`src/inc/flrb_pkg.sv`:
```
// Package: record layout, sizes and carrier types for the fault log record builder
package flrb_pkg;
  localparam int unsigned REC_LEN          = 147;
  localparam int unsigned MUX_LAST_STEP    = 25;
  localparam int unsigned EVENT_PAGES      = 6;
  localparam int unsigned POS_TINT_HI      = 20;
  localparam int unsigned POS_TINT_LO      = 21;
  localparam int unsigned POS_TEXT_PK_HI   = 23;
  localparam int unsigned POS_TEXT_PK_LO   = 24;
  localparam int unsigned POS_VOUT_HI      = 27;
  localparam int unsigned POS_VOUT_LO      = 28;
  localparam int unsigned POS_IOUT_HI      = 31;
  localparam int unsigned POS_ICHAN_HI     = 33;
  localparam int unsigned POS_VIN_HI       = 35;
  localparam int unsigned POS_IIN_HI       = 37;
  localparam int unsigned POS_IIN_LO       = 38;
  localparam int unsigned POS_STATUS_VOUT  = 39;
  localparam logic [7:0]  RESERVED_BYTE    = 8'h00;
  localparam logic [15:0] PEAK_RESET       = 16'h8000;

  typedef struct packed {
    logic [15:0] temp_int;
    logic [15:0] temp_ext;
    logic [15:0] vout;
    logic [15:0] iout;
    logic [15:0] ichan;
    logic [15:0] vin;
    logic [15:0] iin;
    logic [7:0]  status_vout;
  } flrb_telem_type;

  typedef struct packed {
    logic        valid;
    logic [7:0]  addr;
    logic [7:0]  data;
  } flrb_nvm_wr_type;
endpackage

```
`src/verilog/flrb_peak_track.sv`:
```
// Linear-11 peak tracker with clear
`timescale 1ns/1ps
module flrb_peak_track
  import flrb_pkg::*;
(
  input  wire logic        clk_i,
  input  wire logic        rst_b_i,
  input  wire logic        ce_i,
  input  wire logic        sample_i,
  input  wire logic [15:0] value_i,
  input  wire logic        clear_i,
  output logic      [15:0] peak_o
);
  logic [15:0] peak_reg;
  logic signed [63:0] new_val;
  logic signed [63:0] old_val;
  logic        greater;
  logic        first_reg;

  // Linear-11: signed 5-bit exponent, signed 11-bit mantissa
  // Scaled by 2^16 so fraction bits count; 64 bits cannot overflow
  function automatic logic signed [63:0] lin11_value(input logic [15:0] w);
    logic signed [63:0] m;
    int                 sh;
    m = 64'(signed'(w[10:0]));
    sh = int'(signed'(w[15:11])) + 16;
    lin11_value = m <<< sh;
  endfunction

  assign new_val = lin11_value(value_i);
  assign old_val = lin11_value(peak_reg);
  assign greater = first_reg || (new_val > old_val);

  always_ff @(posedge clk_i or negedge rst_b_i) begin
    if (!rst_b_i) begin
      peak_reg  <= PEAK_RESET;
      first_reg <= 1'b1;
    end else if (ce_i) begin
      if (clear_i) begin
        peak_reg  <= sample_i ? value_i : PEAK_RESET;
        first_reg <= !sample_i;
      end else if (sample_i && greater) begin
        peak_reg  <= value_i;
        first_reg <= 1'b0;
      end
    end
  end

  assign peak_o = peak_reg;
endmodule

```
`src/verilog/flrb_top.sv`:
```
// Fault log record builder: mux-pass completion, record commit, block readback
`timescale 1ns/1ps
module flrb_top
  import flrb_pkg::*;
#(
  parameter int unsigned STEP_W = 5
)
(
  input  wire logic                 clk_i,
  input  wire logic                 rst_b_i,
  input  wire logic                 ce_i,
  input  wire logic                 adc_step_done_i,
  input  wire logic [STEP_W-1:0]    adc_step_i,
  input  wire flrb_telem_type       telem_i,
  input  wire logic                 fault_i,
  input  wire logic                 peak_clear_command_i,
  input  wire logic [7:0]           old_page_data_i,
  output flrb_nvm_wr_type           nvm_wr_o,
  input  wire logic                 nvm_ready_i,
  input  wire logic                 fault_log_block_command_i,
  input  wire logic [7:0]           rd_addr_i,
  output logic      [7:0]           rd_data_o,
  output logic      [7:0]           block_len_o,
  output logic                      busy_o,
  output logic                      log_valid_o
);
  typedef enum {S_IDLE, S_FINISH, S_WRITE} flrb_state_type;

  logic           rst_s1_reg;
  logic           rst_b_reg;
  flrb_state_type state_reg;
  flrb_state_type state_next;
  flrb_telem_type snap_reg;
  logic [7:0]     wr_addr_reg;
  logic [7:0]     wr_addr_next;
  logic           log_valid_reg;
  logic [7:0]     rd_data_reg;
  logic [7:0]     len_reg;
  logic [15:0]    ext_peak;
  logic           last_step;
  logic           write_done;
  logic [7:0]     wr_byte;
  logic [7:0]     mem_reg [REC_LEN];
  logic           wr_take;
  logic [15:0]    peak_snap_reg;
  logic           rd_hit;
  logic [7:0]     rd_byte;
  flrb_nvm_wr_type nvm_wr_reg;
  flrb_nvm_wr_type nvm_wr_next;

  always_ff @(posedge clk_i or negedge rst_b_i) begin
    if (!rst_b_i) begin
      rst_s1_reg <= 1'b0;
      rst_b_reg  <= 1'b0;
    end else begin
      rst_s1_reg <= 1'b1;
      rst_b_reg  <= rst_s1_reg;
    end
  end

  flrb_peak_track u_ext_peak (
    .clk_i    (clk_i),
    .rst_b_i  (rst_b_reg),
    .ce_i     (ce_i),
    .sample_i (adc_step_done_i),
    .value_i  (telem_i.temp_ext),
    .clear_i  (peak_clear_command_i),
    .peak_o   (ext_peak)
  );

  assign last_step  = adc_step_done_i && (adc_step_i == STEP_W'(MUX_LAST_STEP));
  assign wr_take    = (state_reg == S_WRITE) && nvm_ready_i;
  assign write_done = wr_take && (wr_addr_reg == 8'(REC_LEN - 1));

  always_comb begin
    state_next   = state_reg;
    wr_addr_next = wr_addr_reg;
    case (state_reg)
      S_IDLE: begin
        if (fault_i) begin
          state_next = last_step ? S_WRITE : S_FINISH;
        end
        wr_addr_next = 8'h00;
      end
      S_FINISH: begin
        if (last_step) begin
          state_next = S_WRITE;
        end
      end
      S_WRITE: begin
        if (nvm_ready_i) begin
          wr_addr_next = wr_addr_reg + 8'h01;
        end
        if (write_done) begin
          state_next = S_IDLE;
        end
      end
      default: begin
        state_next = S_IDLE;
      end
    endcase
  end

  // Record byte image for the current write address
  always_comb begin
    case (wr_addr_reg)
      8'(POS_TINT_HI):      wr_byte = snap_reg.temp_int[15:8];
      8'(POS_TINT_LO):      wr_byte = snap_reg.temp_int[7:0];
      8'(POS_TEXT_PK_HI):   wr_byte = peak_snap_reg[15:8];
      8'(POS_TEXT_PK_LO):   wr_byte = peak_snap_reg[7:0];
      8'(POS_VOUT_HI):      wr_byte = snap_reg.vout[15:8];
      8'(POS_VOUT_LO):      wr_byte = snap_reg.vout[7:0];
      8'(POS_IOUT_HI):      wr_byte = snap_reg.iout[15:8];
      8'(POS_IOUT_HI + 1):  wr_byte = snap_reg.iout[7:0];
      8'(POS_ICHAN_HI):     wr_byte = snap_reg.ichan[15:8];
      8'(POS_ICHAN_HI + 1): wr_byte = snap_reg.ichan[7:0];
      8'(POS_VIN_HI):       wr_byte = snap_reg.vin[15:8];
      8'(POS_VIN_HI + 1):   wr_byte = snap_reg.vin[7:0];
      8'(POS_IIN_HI):       wr_byte = snap_reg.iin[15:8];
      8'(POS_IIN_LO):       wr_byte = snap_reg.iin[7:0];
      8'(POS_STATUS_VOUT):  wr_byte = snap_reg.status_vout;
      default: begin
        if (wr_addr_reg < 8'(POS_TINT_HI) || wr_addr_reg > 8'(POS_STATUS_VOUT + 1)) begin
          wr_byte = old_page_data_i; // Other header bytes and older pages
        end else begin
          wr_byte = RESERVED_BYTE;
        end
      end
    endcase
  end

  // State and write pointer
  always_ff @(posedge clk_i or negedge rst_b_reg) begin
    if (!rst_b_reg) begin
      state_reg   <= S_IDLE;
      wr_addr_reg <= 8'h00;
    end else if (ce_i) begin
      state_reg   <= state_next;
      wr_addr_reg <= wr_addr_next;
    end
  end

  // One write per byte taken, so each position is programmed once
  assign nvm_wr_next = wr_take ? {1'b1, wr_addr_reg, wr_byte} : '0;

  always_ff @(posedge clk_i or negedge rst_b_reg) begin
    if (!rst_b_reg) begin
      nvm_wr_reg <= '0;
    end else if (ce_i) begin
      nvm_wr_reg <= nvm_wr_next;
    end
  end

  // Snapshots hold still during the write so no word is torn across bytes
  always_ff @(posedge clk_i or negedge rst_b_reg) begin
    if (!rst_b_reg) begin
      snap_reg      <= '0;
      peak_snap_reg <= PEAK_RESET;
    end else if (ce_i && state_reg != S_WRITE) begin
      peak_snap_reg <= ext_peak;
      if (adc_step_done_i) begin
        snap_reg <= telem_i;
      end
    end
  end

  always_ff @(posedge clk_i or negedge rst_b_reg) begin
    if (!rst_b_reg) begin
      log_valid_reg <= 1'b0;
    end else if (ce_i && write_done) begin
      log_valid_reg <= 1'b1;
    end
  end

  // Readback image, one byte per record position
  for (genvar i = 0; i < REC_LEN; i++) begin : g_mem
    always_ff @(posedge clk_i or negedge rst_b_reg) begin
      if (!rst_b_reg) begin
        mem_reg[i] <= RESERVED_BYTE;
      end else if (ce_i && wr_take && wr_addr_reg == 8'(i)) begin
        mem_reg[i] <= wr_byte;
      end
    end
  end

  // Record length follows the committed flag
  always_ff @(posedge clk_i or negedge rst_b_reg) begin
    if (!rst_b_reg) begin
      len_reg <= 8'h00;
    end else if (ce_i) begin
      len_reg <= log_valid_reg ? 8'(REC_LEN) : 8'h00;
    end
  end

  // Zero when nothing is logged or the position lies past the record
  assign rd_hit  = log_valid_reg && (rd_addr_i < 8'(REC_LEN));
  assign rd_byte = rd_hit ? mem_reg[rd_addr_i] : 8'h00;

  always_ff @(posedge clk_i or negedge rst_b_reg) begin
    if (!rst_b_reg) begin
      rd_data_reg <= 8'h00;
    end else if (ce_i && fault_log_block_command_i) begin
      rd_data_reg <= rd_byte;
    end
  end

  assign nvm_wr_o    = nvm_wr_reg;
  assign rd_data_o   = rd_data_reg;
  assign block_len_o = len_reg;
  assign busy_o      = (state_reg != S_IDLE);
  assign log_valid_o = log_valid_reg;
endmodule

```
`config.mk`:
```
export PLATFORM = sky130hd
export DESIGN_NAME = flrb_top
export DESIGN_NICKNAME = d
export VERILOG_FILES = /design/src/inc/flrb_pkg.sv /design/src/verilog/flrb_peak_track.sv /design/src/verilog/flrb_top.sv
export SDC_FILE = /design/constraint.sdc
export NUM_CORES = 2
export LEC_CHECK = 0
export ABC_AREA = 0
export BUFFER_PORTS_ARGS = -buffer_cell sky130_fd_sc_hd__buf_2
export CAP_MARGIN = 20
export CORE_ASPECT_RATIO = 1.5
export CORE_MARGIN = 3
export CORE_UTILIZATION = 24
export CTS_CLUSTER_SIZE = 16
export DETAILED_ROUTE_END_ITERATION = 16
export SYNTH_ARGS = -nofsm -noshare
export SYNTH_HDL_FRONTEND = slang
export SYNTH_SLANG_ARGS = --single-unit
```
`constraint.sdc`:
```
create_clock -name clk_i -period 84 [get_ports clk_i]
set_input_delay 4.2 -clock clk_i [delete_from_list [all_inputs] [get_ports clk_i]]
set_output_delay 4.2 -clock clk_i [all_outputs]
set_load 0.02 [all_outputs]
```
== After elaboration in Yosys (flattened, before gate mapping) ==
Cells that the tools add are included.

* $add $sub $neg: 3
* Magnitude comparators: 5
* Equal/unequal tests: 155
* Shifts and indexed selects: 2
* Mux-type cells: 20
* Bitwise logic cells: 1
* Reduce and logical (&&, ||, !) cells: 168

{| class="wikitable"
|+ Operators with widths
! cell !! count
|-
| 8-bit by 7-bit equality test with 1-bit output (second input constant) || 64
|-
| 8-bit by 6-bit equality test with 1-bit output (second input constant) || 32
|-
| 1-bit logical AND || 156
|-
| 8-bit equality test (second input constant) || 19
|-
| 8-bit by 5-bit equality test with 1-bit output (second input constant) || 16
|-
| 11-bit by 32-bit <<< shifter with 64-bit output || 2
|-
| 8-bit case mux with 15 select lines || 1
|-
| 32-bit two-way mux || 3
|-
| 32-bit case mux with 3 select lines || 1
|-
| 8-bit binary-select mux with 8-bit select || 1
|-
| 8-bit by 4-bit equality test with 1-bit output (second input constant) || 8
|-
| 64-bit > comparator || 1
|-
| 16-bit two-way mux || 3
|-
| 8-bit two-way mux || 6
|-
| 32-bit by 1-bit equality test with 1-bit output (second input constant) || 1
|-
| 32-bit by 2-bit equality test with 1-bit output (second input constant) || 1
|-
| 32-bit by 3-bit equality test with 1-bit output (second input constant) || 1
|-
| 8-bit by 3-bit equality test with 1-bit output (second input constant) || 4
|-
| 32-bit zero test || 1
|-
| 32-bit by 3-bit inequality test with 1-bit output (second input constant) || 1
|-
| 32-bit nonzero test || 1
|-
| 17-bit two-way mux || 1
|-
| 8-bit by 2-bit equality test with 1-bit output (second input constant) || 2
|-
| 8-bit case mux with 2 select lines || 1
|-
| 19 further kinds || 27
|}

* Bits in registers: 1389
* Input port bits: 149
* Word-level logic and storage cells: 521

== Longest topological paths before layout ==
* Depth after elaboration: 7
* Depth in mapped cells: 18

== Hierarchy ==
A second synthesis with hierarchy kept.

* Cells, all modules: 5979
* Area, all modules: 62198.4 um2

{| class="wikitable"
|+ Modules (own cells, without submodules)
! module !! instances !! cells each !! area an instance (um2) !! sequential area each (um2)
|-
| flrb_top || 1 || 5508 || 58775.1 || 33408.3
|-
| flrb_peak_track || 1 || 471 || 3423.3 || 427.9
|}

== Worst setup path before layout ==
Ideal clock, no wire load.

* Path type: input to register
* From: input telem_i[99] in the netlist's numbering
* To: register u_ext_peak.peak_reg[11], in the netlist u_ext_peak.peak_o[11]
* Library setup time: 0.067 ns
* Arrival time: 7.784 ns
* Path slack: 76.149 ns
* Cell stages on the path: 17
* Buffers on the path: 3
* Path through: clkbuf_1 -> buf_1 -> mux2i_1 -> mux2i_1 -> mux2i_1 -> nand2_1 -> o21ai_0 -> o21ai_0 -> ha_1 -> a21oi_1 -> o21ai_0 -> a221oi_1 -> o211ai_1 -> or3_1 -> a22oi_1 -> clkbuf_1 -> a22o_1

* Word-level cells in the longest chain between the ends: 7
* Elaborated cells on any way between the ends: 10
* Classes of those cells: add/sub (1); order compare (1); shift (1); mux (3); reduce/logical (4)

{| class="wikitable"
|+ RTL lines
! element !! RTL line !! text
|-
| start, declared || flrb_top.sv:14 || <nowiki>input wire flrb_telem_type telem_i,</nowiki>
|-
| 5-bit by 6-bit adder with 7-bit output || flrb_peak_track.sv:26 || <nowiki>sh = int'(signed'(w[15:11])) + 16;</nowiki>
|-
| 11-bit by 32-bit <<< shifter with 64-bit output || flrb_peak_track.sv:27 || <nowiki>lin11_value = m <<< sh;</nowiki>
|-
| 64-bit > comparator || flrb_peak_track.sv:32 || <nowiki>assign greater = first_reg || (new_val > old_val);</nowiki>
|-
| 1-bit logical OR || flrb_peak_track.sv:32 ||
|-
| 1-bit logical AND || flrb_peak_track.sv:42 || <nowiki>end else if (sample_i && greater) begin</nowiki>
|-
| 2-bit nonzero test (no line) || n/a ||
|-
| 2-bit AND reduction (no line) || n/a ||
|-
| end signal, assigned || flrb_peak_track.sv:40 || <nowiki>peak_reg <= sample_i ? value_i : PEAK_RESET;</nowiki>
|-
| end signal, assigned || flrb_peak_track.sv:43 || <nowiki>peak_reg <= value_i;</nowiki>
|-
| end, declared || flrb_peak_track.sv:14 || <nowiki>logic [15:0] peak_reg;</nowiki>
|}

Several ways; a longest one is shown, not always the timed one. The select of a mux whose other input is x is not followed.
A chain may end at the register's enable or synchronous reset.

== Worst setup path after layout ==
* From: input rd_addr_i[0]
* To: register rd_data_reg[3], in the netlist rd_data_o[3]

* Word-level cells in the longest chain between the ends: 5
* Elaborated cells on any way between the ends: 7
* Classes of those cells: order compare (1); mux (4); bitwise (1); reduce/logical (1)

{| class="wikitable"
|+ RTL lines
! element !! RTL line !! text
|-
| start, declared || flrb_top.sv:21 || <nowiki>input wire logic [7:0] rd_addr_i,</nowiki>
|-
| 8-bit NOT with 9-bit output (implied by the code) || flrb_top.sv:197 || <nowiki>assign rd_byte = rd_hit ? mem_reg[rd_addr_i] : 8'h00;</nowiki>
|-
| 8-bit binary-select mux with 8-bit select || flrb_top.sv:197 ||
|-
| 8-bit two-way mux (implied by the code) (2 in series) || flrb_top.sv:197 ||
|-
| 8-bit two-way mux * || flrb_top.sv:197 ||
|-
| end signal, assigned || flrb_top.sv:203 || <nowiki>rd_data_reg <= rd_byte;</nowiki>
|-
| end, declared || flrb_top.sv:37 || <nowiki>logic [7:0] rd_data_reg;</nowiki>
|}

Every way passes the cells marked *; elsewhere a longest branch is shown, timed or not. The select of a mux whose other input is x is not followed.

==> key figures <==
Worst setup path
  • Crit-path most repeated cell: buf_4
  • Setup crit start kind: input port
  • Worst Setup End Kind: register
  • Worst path slowest cell: buf_4
  • Crit-path cells: buf_8 -> buf_4 -> buf_4 -> buf_4 -> buf_4 -> mux4_2 -> mux4_2 -> nand3_1 -> o21ai_0 -> nor4_1 -> o21ai_0
  • Kind of critical path: input port to register
  • Reg-to-Reg End: u_ext_peak.peak_o[15]
  • R2r setup slk: roughly 78000 ps
  • Largest stage delay, worst path: about 800 ps
  • R2r startpoint: u_ext_peak.peak_o[11]
  • Worst setup path end: rd_data_o[3]
  • R2R depth: 12
  • Crit path arrival time: 9720 ps
  • Largest fanout on the critical path: 42
  • Worst Setup SP: rd_addr_i[0]
  • Critical Path RT: ~85000 ps

Floorplanning
  • Core Area: 255000 um2
  • Die height: 627 um
  • Die width: roughly 420 um
  • FP Rows: 227
  • I/O pin count: 184
  • Initial Util: 24.2%
  • DIE AREA: approximately 260000 um2

Detailed routing
  • WL/cell: between 20 and 25 um
  • Total wire length: a little under 200 mm
  • Initial drt markers: between 3k and 4k
  • Via density: 4.84
  • Initial DRT Pass Iterations: 5
  • Routed Antenna Nets: 0
  • # DRC: 0
  • Vias: between 40k and 50k

Clocking
  • Clock Latency Late Sink: approximately 770 ps
  • CTS tree: yes
  • # resized after CTS: 0
  • TritonCTS Buffers: 120
  • CTS H-Tree Depth: 3
  • CTS Hold Bufs: 0
  • TritonCTS sink count: around 1.4k
  • Postcts setup bufs: 0
  • Clock Path Buffers: 3
  • Clock-pin slew on the worst setup and hold paths: about 70 ps
  • Root buffer cell: clkbuf_16

Synth
  • Area leader, netlist: dfrtp_1
  • Ys async rst share: 100%
  • Synth Instances: ~5.7k
  • Part of the Yosys area used for sequential elements: between 50% and 60%
  • Main area contributors after synthesis: dfrtp_1, mux4_2, o21ai_0
  • Synthesized cell area: roughly 62000 um2
  • Post-synth EDFFs: 0
  • #FFs+latches synth: around 1.4k
  • Top-area cell type share of the netlist area: roughly 55%
  • Warnings, synthesis: 0
  • Syn Area/Cell: between 10 and 15 um2
  • Synth cell types: slightly below 70
  • Ys flop type: dfrtp_1

Global routing
  • Vias in the first global route: 45.0k
  • Global-route wire length before repair: 292 mm
  • Antenna violations before repair: 14
  • Gr ovfl total: 0
  • GR Util All Layers: between 10% and 20%
  • Largest net degree at the start of global routing: between 90 and 100

Placement
  • Hpwl dp: around 130 mm
  • RePlAce Congestion: 0.855
  • # port buffers: around 180

Finish
  • Final core utilization: roughly 27%
  • Area delta synth->final: 13.8%
  • Nets: 5865
  • Max reg flops: ~1.2k
  • Share of cells above drive strength 1: 17.6%

Pwr
  • Leak: around 30 nW
  • P per Cell Area: 19.7 nW/um2
  • Total power: around 1.4 mW
  • Max rail drop VDD: between 15 and 20 uV

Timing
  • Min cycle time layout: 9110 ps
  • Slew headroom: 15.3%
  • Max-slew violation count: 0
  • Period utilisation layout: approximately 11%
  • Final Setup Violations: 0
  • Fmax achieved: around 0.11 GHz
  • Skew final: about 43 ps
  • Unrepaired setup endpoints after global routing: no
  • Final Hold Vio Count: 0
  • TNS Setup: 0 ps
  • Worst-margin pin slew: ~1300 ps

Min path
  • Hold Crit Class: register to register
  • Hold path depth: 0

Flow run
  • Max_cap viols: 0

Status
  • Outcome: finished, final reports clean
==> metrics by stage <==
| step | instance area (um2) | hold slack [ps] | cells | worst slack, ps |
|---|---|---|---|---|
| detailed placement | 65600 | 341 | 8850 | 73960 |
| global route | 70100 | 362 | 9097 | 74470 |
| floorplan | 61600 | 331 | 5709 | 43530 |
| finish | 70100 | 358 | 9103 | 74890 |
| global placement | 65500 | 343 | 8840 | 73970 |
| CTS | 69900 | 360 | 9075 | 74800 |
==> layout make-up <==
type | instances | area [um2]
Clock inverter | 58 | 820
Clock buffer | 167 | 3480
Tap cell | 3320 | 4150
Sequential cell | 1352 | 33800
Multi-Input combinational cell | 3845 | 25600
Inverter | 36 | 135
Fill cell | 26457 | 185000
Antenna cell | 10 | 25.0
Timing Repair Buffer | 315 | 2050
==> cell usage in the layout (no fill, tap or decap), types with 65 or more instances in the layout <==
cell type  count
clkbuf_16    122
dfrtp_1     1348
nand2_1      926
o21ai_0      763
nor2_1       645
mux4_2       345
buf_4        126
mux2i_1       65
buf_2        175
a21oi_1      563
mux2_2       120
==> worst max-delay path, delay by kind of cell <==
family,cells,cell delay [ps]
AOI/OAI and AO/OA,2,280
buffers and inverters,5,3440
muxes,2,1070
and+or+nand+nor,2,550
==> routing by layer <==
| layer | GRT usage [%] | part of all wire [%] |
|---|---|---|
| met3 | 2.74 | 6.1 |
| met1 | 16.5 | 37 |
| met5 | 0 | 0.028 |
| met2 | 25.4 | 50 |
| met4 | 9.11 | 6.8 |
==> Yosys cell counts (3+ instances only) <==
master / n
a22o_1: 19
xor2_1: 4
buf_6: 12
a22oi_1: 47
a21boi_0: 5
nor4_1: 6
nand2_1: 927
clkbuf_2: 25
mux2_2: 120
a221oi_1: 8
clkbuf_1: 281
o311ai_0: 3
dfstp_2: 3
a32oi_1: 3
o22ai_1: 17
a222oi_1: 13
dfrtp_1: 1349
nand2b_1: 15
nand3_1: 40
and2_1: 19
o31ai_1: 3
buf_4: 34
buf_2: 103
or2_2: 9
o21ai_0: 763
or3_1: 6
a21o_1: 8
a211oi_1: 8
a31oi_1: 12
and3_1: 14
o21a_1: 11
a21oi_1: 563
nor3_1: 20
buf_1: 21
o211ai_1: 4
nor2b_1: 23
inv_1: 34
nand4_1: 13
mux4_2: 345
ha_1: 46
a2111oi_2: 7
mux2i_1: 65
nor2_1: 645
==> power by group <==
| part | switching, mW | internal [mW] | total [mW] |
|---|---|---|---|
| clock | 0.261 | 0.343 | 0.604 |
| combinational | 0.0718 | 0.0366 | 0.108 |
| sequential | 0.0103 | 0.661 | 0.672 |
| total | 0.343 | 1.04 | 1.38 |
==> how the worst min path moves through the flow <==
stage | start | endpoint | slack, ps
5_1_grt | rst_s1_reg | rst_b_reg | 360
6_report | rst_s1_reg | rst_b_reg | 360
3_5_place_dp | rst_s1_reg | rst_b_reg | 340
4_1_cts | rst_s1_reg | rst_b_reg | 360
2_1_floorplan | rst_s1_reg | rst_b_reg | 330
3_3_place_gp | rst_s1_reg | rst_b_reg | 340
==> cell families after synthesis <==
| logic type | synth area share [%] |
|---|---|
| flip-flops | 54.9 |
| buffers and inverters | 3.73 |
| XOR/XNOR | 0.0711 |
| multiplexers | 15.9 |
| AND/OR/NAND/NOR | 11.2 |
| adder cells (fa/ha/maj) | 0.934 |
| AO/OA/AOI/OAI | 13.2 |
| other | 0.0122 |
Power figures use the tool's default switching activity.
